$ cat src/lat_regs_map.vh
// Register map, field layouts, reset values and timing counts for the lane alarm and trim bank.
`ifndef LAT_REGS_MAP_VH
`define LAT_REGS_MAP_VH

// Printed offsets that are not multiples of four are register indices; byte address is 4x index.
`define LAT_IDX_CORE0_TRIM 12'h330
`define LAT_IDX_CORE1_TRIM 12'h332
`define LAT_IDX_CORE2A_TRIM 12'h334
`define LAT_IDX_CORE2B_TRIM 12'h336
`define LAT_IDX_CORE3C_TRIM 12'h338
// Registers placed here for lane flags, combined alarm, mask, calibration control and status.
`define LAT_IDX_LANE_FLAGS 12'h340
`define LAT_IDX_ALARM_STATUS 12'h341
`define LAT_IDX_ALARM_MASK 12'h342
`define LAT_IDX_CAL_CTRL 12'h343
`define LAT_IDX_CAL_STATUS 12'h344

// Field layouts.
`define LAT_TRIM_MSB 11
`define LAT_RSVD_MSB 15
`define LAT_RSVD_LSB 12
`define LAT_ALM_COMBINED_BIT 0
`define LAT_ALM_ACCESS_BIT 1
`define LAT_OFFSET_CAL_ENABLE_BIT 0
`define LAT_BACKGROUND_CAL_ENABLE_BIT 1
`define LAT_CONTINUOUS_OFFSET_CAL_ENABLE_BIT 2

// Reset values.
`define LAT_LANE_FLAGS_RST 8'hFF
`define LAT_ALARM_STATUS_RST 2'h3
`define LAT_ALARM_MASK_RST 2'h3
`define LAT_CAL_CTRL_RST 3'h0
`define LAT_TRIM_RSVD_RST 4'h0

// Fuse storage is loaded one cycle after reset release; count of cycles for the load.
`define LAT_FUSE_LOAD_CYCLES 1

`endif

$ cat src/lat_regs.v
// Lane FIFO fault flags, offset-trim registers and alarm interrupt behind an APB slave.
`timescale 1ns/100ps
`include "lat_regs_map.vh"

// Function
// [RULE1] Eight sticky lane flags set on FIFO fault.
// [RULE2] Write one clears lane flag; persisting fault resets.
// [RULE3] Clearing combined alarm clears all lane flags.
// [RULE4] Any active lane fault sets combined alarm.
// [RULE5] All alarm bits read one after reset.
// [RULE6] Core 0 trim: 12-bit unsigned offset applied.
// [RULE7] Upper four trim bits reserved, kept, unused.
// [RULE8] Trim registers load defaults from fuse storage.
// [RULE9] Software avoids trims during offset calibration.
// [RULE10] Restricted case waits for foreground calibration done.
// [RULE11] Both background modes on: never touch trims.
// [RULE12] Recommended: offset on, background on, continuous off.
// [RULE13] Spare core offsets calibrated in foreground step.
// [RULE14] Other configurations allow trim access anytime.
// [RULE15] Core 1 trim: 12-bit offset applied.
// [RULE16] Core 2 has input A and B trims.
// [RULE17] Core 3 input C trim register.
// [RULE18] Zero writes keep flags; trim reads return applied.
module lat_regs #(
    parameter LANES = 8,
    parameter TRIM_W = 12
) (
    // Clock, reset and clock enable.
    input wire clk_in,
    input wire rst_in,
    input wire ce_in,
    // APB slave.
    input wire psel_in,
    input wire penable_in,
    input wire pwrite_in,
    input wire [13:0] paddr_in,
    input wire [31:0] pwdata_in,
    output wire pready_out,
    output wire pslverr_out,
    output reg [31:0] prdata_out,
    // Lane FIFO fault pulses and active lane mask.
    input wire [LANES-1:0] lane_fault_in,
    input wire [LANES-1:0] lane_active_in,
    // Factory fuse defaults for the five trim registers.
    input wire [TRIM_W-1:0] fuse_core0_in,
    input wire [TRIM_W-1:0] fuse_core1_in,
    input wire [TRIM_W-1:0] fuse_core2a_in,
    input wire [TRIM_W-1:0] fuse_core2b_in,
    input wire [TRIM_W-1:0] fuse_core3c_in,
    // Calibration engine status.
    input wire offset_cal_busy_in,
    input wire foreground_cal_complete_in,
    input wire core2_on_input_b_in,
    // Calibration engine writes back trim values it found.
    input wire cal_trim_we_in,
    input wire [2:0] cal_trim_sel_in,
    input wire [TRIM_W-1:0] cal_trim_data_in,
    // Applied trims and calibration controls.
    output reg [TRIM_W-1:0] core0_offset_trim_out,
    output reg [TRIM_W-1:0] core1_offset_trim_out,
    output reg [TRIM_W-1:0] core2_offset_trim_out,
    output reg [TRIM_W-1:0] core3_input_c_offset_trim_out,
    output wire offset_cal_enable_out,
    output wire background_cal_enable_out,
    output wire continuous_offset_cal_enable_out,
    output wire spare_core_fg_offset_cal_out,
    // Interrupt.
    output wire irq_out
);

    localparam NTRIM = 5;

    // Trim storage: 12-bit value plus 4 kept reserved bits per register.
    reg [TRIM_W-1:0] trim [0:NTRIM-1];
    reg [3:0] trim_rsvd [0:NTRIM-1];
    reg [LANES-1:0] per_lane_fifo_fault_flags;
    reg [1:0] alarm_status;
    reg [1:0] alarm_mask;
    reg [2:0] cal_ctrl;
    reg fuse_pending;
    reg [NTRIM-1:0] fuse_mask;

    wire [11:0] idx;
    wire wr_acc;
    wire rd_en;
    wire trim_hit;
    wire [2:0] trim_sel;
    wire any_fault;
    wire access_violation;
    reg [31:0] next_prdata;
    integer i;

    // Word index is the byte address divided by four.
    assign idx = paddr_in[13:2];
    assign wr_acc = ce_in & psel_in & penable_in & pwrite_in;
    assign rd_en = ce_in & psel_in & penable_in & ~pwrite_in;
    // Zero wait states keep the bus simple; every access completes in its first access cycle.
    assign pready_out = 1'b1;
    assign pslverr_out = psel_in & penable_in & ~known(idx);

    // Maps a register index to its trim slot.
    function [2:0] trim_slot;
        input [11:0] a;
        begin
            case (a)
                `LAT_IDX_CORE0_TRIM: trim_slot = 3'h0;
                `LAT_IDX_CORE1_TRIM: trim_slot = 3'h1;
                `LAT_IDX_CORE2A_TRIM: trim_slot = 3'h2;
                `LAT_IDX_CORE2B_TRIM: trim_slot = 3'h3;
                `LAT_IDX_CORE3C_TRIM: trim_slot = 3'h4;
                default: trim_slot = 3'h7;
            endcase
        end
    endfunction

    // True for any mapped index.
    function known;
        input [11:0] a;
        begin
            known = (trim_slot(a) != 3'h7) || (a >= `LAT_IDX_LANE_FLAGS &&
                a <= `LAT_IDX_CAL_STATUS);
        end
    endfunction

    assign trim_sel = trim_slot(idx);
    assign trim_hit = (trim_sel != 3'h7);
    assign any_fault = |(lane_fault_in & lane_active_in);
    assign offset_cal_enable_out = cal_ctrl[`LAT_OFFSET_CAL_ENABLE_BIT];
    assign background_cal_enable_out = cal_ctrl[`LAT_BACKGROUND_CAL_ENABLE_BIT];
    assign continuous_offset_cal_enable_out = cal_ctrl[`LAT_CONTINUOUS_OFFSET_CAL_ENABLE_BIT];
    // Spare cores are still offset-calibrated in the foreground step in the recommended mode.
    assign spare_core_fg_offset_cal_out = cal_ctrl[`LAT_OFFSET_CAL_ENABLE_BIT]; // [RULE13]

    // Software is told when it breaks the access windows; the write itself still lands.
    assign access_violation = psel_in & penable_in & ce_in & trim_hit & (offset_cal_busy_in | // [RULE9]
        (cal_ctrl[`LAT_BACKGROUND_CAL_ENABLE_BIT] & cal_ctrl[`LAT_CONTINUOUS_OFFSET_CAL_ENABLE_BIT]) | // [RULE11]
        (cal_ctrl[`LAT_OFFSET_CAL_ENABLE_BIT] & ~(cal_ctrl[`LAT_BACKGROUND_CAL_ENABLE_BIT] & cal_ctrl[`LAT_CONTINUOUS_OFFSET_CAL_ENABLE_BIT])
        & ~foreground_cal_complete_in)); // [RULE10] [RULE14]

    // Lane and combined alarms: a fault in the clear cycle wins over the clear.
    always @(posedge clk_in) begin
        if (rst_in) begin
            per_lane_fifo_fault_flags <= `LAT_LANE_FLAGS_RST; // [RULE5]
            alarm_status <= `LAT_ALARM_STATUS_RST; // [RULE5]
            alarm_mask <= `LAT_ALARM_MASK_RST;
            cal_ctrl <= `LAT_CAL_CTRL_RST;
        end else if (ce_in) begin
            if (wr_acc && idx == `LAT_IDX_LANE_FLAGS) begin
                per_lane_fifo_fault_flags <= (per_lane_fifo_fault_flags &
                    ~pwdata_in[LANES-1:0]) | lane_fault_in; // [RULE2] [RULE18]
            end else if (wr_acc && idx == `LAT_IDX_ALARM_STATUS &&
                    pwdata_in[`LAT_ALM_COMBINED_BIT]) begin
                per_lane_fifo_fault_flags <= lane_fault_in; // [RULE3]
            end else begin
                per_lane_fifo_fault_flags <= per_lane_fifo_fault_flags | lane_fault_in; // [RULE1]
            end
            if (wr_acc && idx == `LAT_IDX_ALARM_STATUS) begin
                alarm_status <= (alarm_status & ~pwdata_in[1:0]) |
                    {access_violation, any_fault}; // [RULE4]
            end else begin
                alarm_status <= alarm_status | {access_violation, any_fault}; // [RULE4]
            end
            if (wr_acc && idx == `LAT_IDX_ALARM_MASK) begin
                alarm_mask <= pwdata_in[1:0];
            end
            if (wr_acc && idx == `LAT_IDX_CAL_CTRL) begin
                cal_ctrl <= pwdata_in[2:0];
            end
        end
    end

    // Level interrupt while any unmasked status bit stands.
    assign irq_out = |(alarm_status & ~alarm_mask);

    // Trim registers: fuse load after reset, then software or the calibration engine.
    always @(posedge clk_in) begin
        if (rst_in) begin
            fuse_pending <= 1'b1;
            for (i = 0; i < NTRIM; i = i + 1) begin
                trim[i] <= {TRIM_W{1'b0}};
                trim_rsvd[i] <= `LAT_TRIM_RSVD_RST;
            end
        end else if (ce_in) begin
            if (fuse_pending) begin
                // Fuses are sampled after release so no port feeds the reset branch.
                fuse_pending <= 1'b0;
                trim[0] <= fuse_core0_in; // [RULE8]
                trim[1] <= fuse_core1_in; // [RULE8]
                trim[2] <= fuse_core2a_in; // [RULE8]
                trim[3] <= fuse_core2b_in; // [RULE8]
                trim[4] <= fuse_core3c_in; // [RULE8]
            end else if (wr_acc && trim_hit) begin
                trim[trim_sel] <= pwdata_in[`LAT_TRIM_MSB:0]; // [RULE6] [RULE15] [RULE17]
                trim_rsvd[trim_sel] <= pwdata_in[`LAT_RSVD_MSB:`LAT_RSVD_LSB]; // [RULE7]
            end else if (cal_trim_we_in && cal_trim_sel_in < NTRIM) begin
                trim[cal_trim_sel_in] <= cal_trim_data_in;
            end
        end
    end

    // Applied trims; core 2 follows the input it samples, and reserved bits touch nothing.
    always @(posedge clk_in) begin
        if (rst_in) begin
            core0_offset_trim_out <= {TRIM_W{1'b0}};
            core1_offset_trim_out <= {TRIM_W{1'b0}};
            core2_offset_trim_out <= {TRIM_W{1'b0}};
            core3_input_c_offset_trim_out <= {TRIM_W{1'b0}};
        end else if (ce_in) begin
            core0_offset_trim_out <= trim[0]; // [RULE6]
            core1_offset_trim_out <= trim[1]; // [RULE15]
            core2_offset_trim_out <= core2_on_input_b_in ? trim[3] : trim[2]; // [RULE16]
            core3_input_c_offset_trim_out <= trim[4]; // [RULE17]
        end
    end

    // Read mux.
    always @* begin
        next_prdata = 32'h0000_0000;
        if (trim_hit) begin
            next_prdata[15:0] = {trim_rsvd[trim_sel], trim[trim_sel]}; // [RULE18]
        end else begin
            case (idx)
                `LAT_IDX_LANE_FLAGS: next_prdata[LANES-1:0] = per_lane_fifo_fault_flags;
                `LAT_IDX_ALARM_STATUS: next_prdata[1:0] = alarm_status;
                `LAT_IDX_ALARM_MASK: next_prdata[1:0] = alarm_mask;
                `LAT_IDX_CAL_CTRL: next_prdata[2:0] = cal_ctrl;
                `LAT_IDX_CAL_STATUS: next_prdata[1:0] = {offset_cal_busy_in,
                    foreground_cal_complete_in};
                default: next_prdata = 32'h0000_0000;
            endcase
        end
    end

    // Read data registered in the setup cycle so it is stable through the access cycle.
    always @(posedge clk_in) begin
        if (rst_in) begin
            prdata_out <= 32'h0000_0000;
        end else if (ce_in && psel_in && !penable_in) begin
            prdata_out <= next_prdata;
        end
    end

endmodule

$ cat config.mk
export PLATFORM = sky130hd
export DESIGN_NAME = lat_regs
export DESIGN_NICKNAME = d
export VERILOG_FILES = /design/src/lat_regs.v
export VERILOG_INCLUDE_DIRS = /design/src
export SDC_FILE = /design/constraint.sdc
export NUM_CORES = 1
export LEC_CHECK = 0
export ABC_AREA = 0
export BUFFER_PORTS_ARGS = -buffer_cell sky130_fd_sc_hd__buf_2
export CORE_UTILIZATION = 55
export CTS_BUF_LIST = sky130_fd_sc_hd__clkbuf_2 sky130_fd_sc_hd__clkbuf_4 sky130_fd_sc_hd__clkbuf_8
export CTS_CLUSTER_DIAMETER = 60
export CTS_CLUSTER_SIZE = 16
export DETAILED_ROUTE_END_ITERATION = 10
export PLACE_DENSITY = 0.91
export SLEW_MARGIN = 20
export SYNTH_ARGS = -nofsm -noshare
export SYNTH_HDL_FRONTEND = slang
export SYNTH_SLANG_ARGS = --single-unit
$ cat constraint.sdc
create_clock -name clk_in -period 8.3 [get_ports clk_in]
set_input_delay 1.245 -clock clk_in [delete_from_list [all_inputs] [get_ports clk_in]]
set_output_delay 1.245 -clock clk_in [all_outputs]
set_load 0.05 [all_outputs]
==> After elaboration in Yosys (flattened, before gate mapping) <==
Memory sizes are Yosys's and may differ from the RTL's. A register that Yosys moved wholly into a read port is not among the register bits.
Index checks and enable logic that the tools add are counted.
{ "totals": {"regBits": 44, "latchBits": 0, "ramBits": 80, "rom_bits": 0, "input_bits": 147, "out_inout_bits": 87, "wordCells": 114, "n_memories": 2} }
{ "classes": {"n_addsub": 0, "mul": 0, "div": 0, "n_lt_le_gt_ge": 3, "n_eq_ne": 11, "shift": 0, "n_mux": 40, "n_bitwise": 32, "n_reduce_logical": 19} }
{ "memory_table": {"columns": ["name", "words", "word_bits", "rd", "rd_clocked_by_memory_dff", "wr", "line", "source"], "rows": [
  ["trim", 5, 12, 6, 3, 5, "lat_regs.v:74", "reg [TRIM_W-1:0] trim [0:NTRIM-1];"],
  ["trim_rsvd", 5, 4, 1, 0, 5, "lat_regs.v:75", "reg [3:0] trim_rsvd [0:NTRIM-1];"]
]} }
{ "op_table": {"columns": ["cell", "n"], "rows": [
  ["12-bit by 10-bit == test with 1-bit output, second input constant", 10],
  ["12-bit two-way mux", 8],
  ["12-bit OR reduction", 2],
  ["1-bit two-way mux", 20],
  ["8-bit AND", 2],
  ["16-bit two-way mux", 1],
  ["8-bit two-way mux", 2],
  ["8-bit OR", 2],
  ["3-bit case mux with 5 select lines", 1],
  ["12-bit by 10-bit greater-or-equal comparator with 1-bit output, second input constant", 1],
  ["12-bit by 10-bit <= comparator with 1-bit output, second input constant", 1],
  ["1-bit AND", 11],
  ["1-bit logical AND", 10],
  ["2-bit case mux with 5 select lines", 1],
  ["3-bit two-way mux", 3],
  ["8-bit NOT", 1],
  ["8-bit OR reduction", 1],
  ["1-bit OR", 7],
  ["5-bit two-way mux", 1],
  ["2-bit AND", 2],
  ["4-bit two-way mux", 1],
  ["2-bit NOT", 2],
  ["2-bit OR", 2],
  ["2-bit AND reduction", 2],
  ["other kinds (9)", 11]
]} }

==> Depth between registers and ports, before layout <==
{ "logic_depth": {"depth_word": 12, "ltp_mapped": 9, "mapped_depth_nobuf": 6} }

==> Least setup slack after synthesis <==
No wires, ideal clock.
{ "synth_path": {"kind": "input to output", "from": "input paddr_in[4]", "to": "output pslverr_out", "arrival_time_ps": 3523, "t_required_ps": 7055, "path_slack_ps": 3532, "cell_stages": 6, "n_path_buf": 3, "path_cell_list": "clkbuf_1 > buf_2 > buf_1 > nor2b_1 > o21ai_0 > a311oi_1"} }
{ "synth_between": {"elab_chain_cells": 6, "word_cells_on_any_way": 13, "classes_between": "2 x order compare; 6 x eq/ne; 1 x mux; 2 x bitwise; 2 x reduce/logical"} }
{ "synth_rtl": {"columns": ["item", "line", "source"], "rows": [
  ["start: declaration", "lat_regs.v:36", "input wire [13:0] paddr_in,"],
  ["12-bit by 10-bit == test with 1-bit output", "lat_regs.v:105", "case (a)"],
  ["3-bit case mux with 5 select lines", "lat_regs.v:105", null],
  ["3-bit inequality test", "lat_regs.v:120", "known = (trim_slot(a) != 3'h7) || (a >= `LAT_IDX_LANE_FLAGS &&"],
  ["1-bit logical OR *", "lat_regs.v:120", null],
  ["1-bit NOT *", "lat_regs.v:99", "assign pslverr_out = psel_in & penable_in & ~known(idx);"],
  ["1-bit AND *", "lat_regs.v:99", null],
  ["end: declaration", "lat_regs.v:39", "output wire pslverr_out,"]
]} }
Every way passes the cells marked *; elsewhere a longest branch is shown, timed or not.

==> Final worst setup path <==
{ "layout_path": {"from": "input paddr_in[13]", "to": "output pslverr_out"} }
The elaborated chain is that of the path after synthesis.

==> run_results.csv <==
group,metric,value,unit
floorplan,rows,44,
timing,slew_viol_final,0,
synthesis,yosys-top-cells-area,"edfxtp_1 (31%), dfxtp_1 (20%), mux2i_1 (8.4%)",
timing,relSlewSlack,25.87,%
synthesis,ys_types,65,
synthesis,synth_flop_cell,"edfxtp_1",
synthesis,synth_edf_count,85,
cts,cts_made_buffers,17,
global_routing,grt_use_total,33.24,%
cts,ctsResizeCount,0,
route,route.detailed.drc,0,
timing,rsz0062_at_grt,"no",
setup_path,cp_max_fo,10,
timing,max_slew.worst_pin.slew,1.103,ns
synthesis,synthMostInstantiatedCell,"nand2_1",
route,wl,25050,µm
layout,areaGrowthSynthToFinish,18.43,%
timing,clock_skew,0.01163,ns
timing,hold_slack,0.4708,ns
synthesis,synthCells,823,
layout,fin_cells,1199,
floorplan,start_util,56.27,%
power_and_ir_drop,vdd.ir_drop.worst,0.0001148,V
global_routing,grt_pass1_vias,6740,
setup_path,critical_path_arrival,2.88,ns
cts,cts_tree,"built",
route,drt_iter0_drc,956,
global_routing,grt.overflow.total,0,
synthesis,ys_top_cells_by_count,"nand2_1 (93), nor2_1 (92), edfxtp_1 (85)",
cts,cts_max_level,4,
synthesis,yosys_warnings,0,
layout,design_area,0.009648,mm²
placement,place_area,0.009201,mm²
timing,setup_slack,4.173,ns
layout,seqCellArea,0.004154,mm²
setup_path,cp-start-kind,"input port",
timing,setup_violations,0,
cts,path_clk_slew,0.09,ns
floorplan,pin_count,234,
placement,io_buffers,198,
power_and_ir_drop,powerDensity,188.8,mW/mm²
setup_path,crit_chain,"buf_2 -> nand4bb_1 -> nor4_4 -> a311oi_1 -> buf_2",
run,drv_cap,0,
layout,fillers,1078,
setup_path,cpMostUsedCell,"buf_2",
setup_path,critPathMaxStageDelay,0.68,ns
cts,cts_root_buf,"clkbuf_8",
synthesis,seq_area_frac_synth,50.99,%
route,first_pass_iters,6,
placement,place_congestion,0.9195,
cts,cts_setup_buffers,0,
global_routing,grt_max_degree,79,
synthesis,syn_area,0.008147,mm²
cts,clock_latency,0.48,ns
power_and_ir_drop,power,1.821,mW
placement,dp_hpwl,18330,µm
power_and_ir_drop,leakage,4.038,nW
floorplan,die-width,123.7,µm
layout,finalNetCount,1149,
synthesis,avgSynthCellArea,9.899,µm²
synthesis,synth_top_area_cell,"edfxtp_1",
synthesis,synth_top_area_share,31.33,%
timing,finalHoldViolCount,0,
setup_path,critPathSlowestCell,"nor4_4",
setup_path,worst_setup_path_end_kind,"primary output",
global_routing,grt_first_pass_wirelength,36900,µm
setup_path,crit_type,"input port to primary output",
timing,finalCritPeriodShare,49.72,%
layout,diodes,0,
floorplan,dieArea,0.01530,mm²
run_status,status,"finished, final reports clean",
layout,multiInputGateArea,0.003651,mm²
setup_path,worstPathRequired,7.05,ns
hold_path,min_path_type,"register to register",
placement,place_ws,3.532,ns
timing,clock.fmax,242.3,MHz
cts,clock_path_buffers,2,
global_routing,antenna_found_initial,0,
route,vias,7431,
timing,fin_setup_tns,0,ns
cts,cts-hold-fix-buffers,0,
floorplan,die_y,123.7,µm
route,avgRoutedWirePerCell,20.90,µm
route,drt-vias-per-instance,6.198,
placement,dp.cells,1166,
timing,fin_crit,4.127,ns
synthesis,ys_ff_latch,165,
route,route.antenna.remaining_nets,0,
cts,clkSinkCount,165,
synthesis,ys_async_sr_fraction,0,%
floorplan,core,0.01448,mm²
layout,final_util,66.64,%
layout,drive_above_1_share,26.60,%
where the power goes:
part | switching, mW | leakage (nW) | internal [mW]
Sequential | 0.0280 | 1.55 | 0.903
Combinational | 0.185 | 2.27 | 0.0762
Clock | 0.338 | 0.218 | 0.291
final timing paths:
path | from | end | slack [ns] | cells past startpoint
worst max-delay path | paddr_in[13] | pslverr_out | 4.17 | 5
worst max register to register | fuse_pending$_SDFFE_PP1P_ | trim[0][11]$_DFFE_PP_ | 5.41 | 6
worst min register to register | prdata_out[4]$_SDFFE_PP0P_ | prdata_out[4]$_SDFFE_PP0P_ | 0.47 | 2
worst min-delay path | prdata_out[4]$_SDFFE_PP0P_ | prdata_out[4]$_SDFFE_PP0P_ | 0.47 | 2
cell usage in the layout, fill, tap and decap left out, types with 4 or more instances in the layout:
cell type / netlist / routed
buf_2: 9 / 197
nand2_1: 93 / 93
nor2_1: 92 / 91
edfxtp_1: 85 / 85
dfxtp_1: 80 / 80
mux2i_1: 68 / 68
o21ai_0: 61 / 61
a21oi_1: 28 / 28
nand3_1: 24 / 24
and2_1: 22 / 22
conb_1: 2 / 22
inv_1: 18 / 18
clkbuf_8: 0 / 18
o31ai_1: 15 / 15
a211oi_1: 14 / 14
a22o_1: 14 / 14
o22ai_1: 13 / 13
buf_4: 20 / 12
or3_1: 11 / 11
a311oi_1: 11 / 11
a22oi_1: 11 / 11
nor3_1: 10 / 9
or2_2: 6 / 6
nor3b_1: 4 / 4
nand4_1: 4 / 4
a221o_1: 4 / 4
nor2b_1: 4 / 4
mux2_2: 4 / 4
a2111o_1: 4 / 4
inv_8: 0 / 4
layer usage:
metal / routed length (µm) / GRT usage, %
met4: 738 / 12.95
met2: 11580 / 52.36
met1: 9513 / 43.90
met5: 0 / 0
met3: 3220 / 8.425
worst max-delay path, delay by kind of cell:
kind	cells	cell delay, ns
simple gates	2	1.14
compound gates	1	0.14
buf+inv	2	0.35
flip-flops by register name, indices dropped and copies added, names as in the netlist:
name,cells
trim,64
trim_rsvd,21
prdata_out,16
core0_offset_trim_out,12
core1_offset_trim_out,12
core2_offset_trim_out,12
core3_input_c_offset_trim_out,12
per_lane_fifo_fault_flags,8
cal_ctrl,3
alarm_mask,2
alarm_status,2
fuse_pending,1
logic make-up (layout without fill, tap and decap cells):
logic type                 after synthesis  count (layout)  synth area share, %
other                                    2              22              0.09219
AOI/OAI and AO/OA                      196             196                16.17
DFF                                    165             165                50.99
adders and majority gates                1               1               0.1229
muxes                                   74              74                9.461
buffers and inverters                   89             261                5.268
and+or+nand+nor                        296             296                17.89
layout make-up:
cell class | count | area share, %
clock buffers | 18 | 2.568
flip-flops and latches | 165 | 43.06
well taps | 184 | 2.386
multi-input cells | 589 | 37.84
clock inverters | 14 | 1.932
repair buffers | 211 | 11.52
inverters | 18 | 0.7003
(Power assumes the default switching activity.)
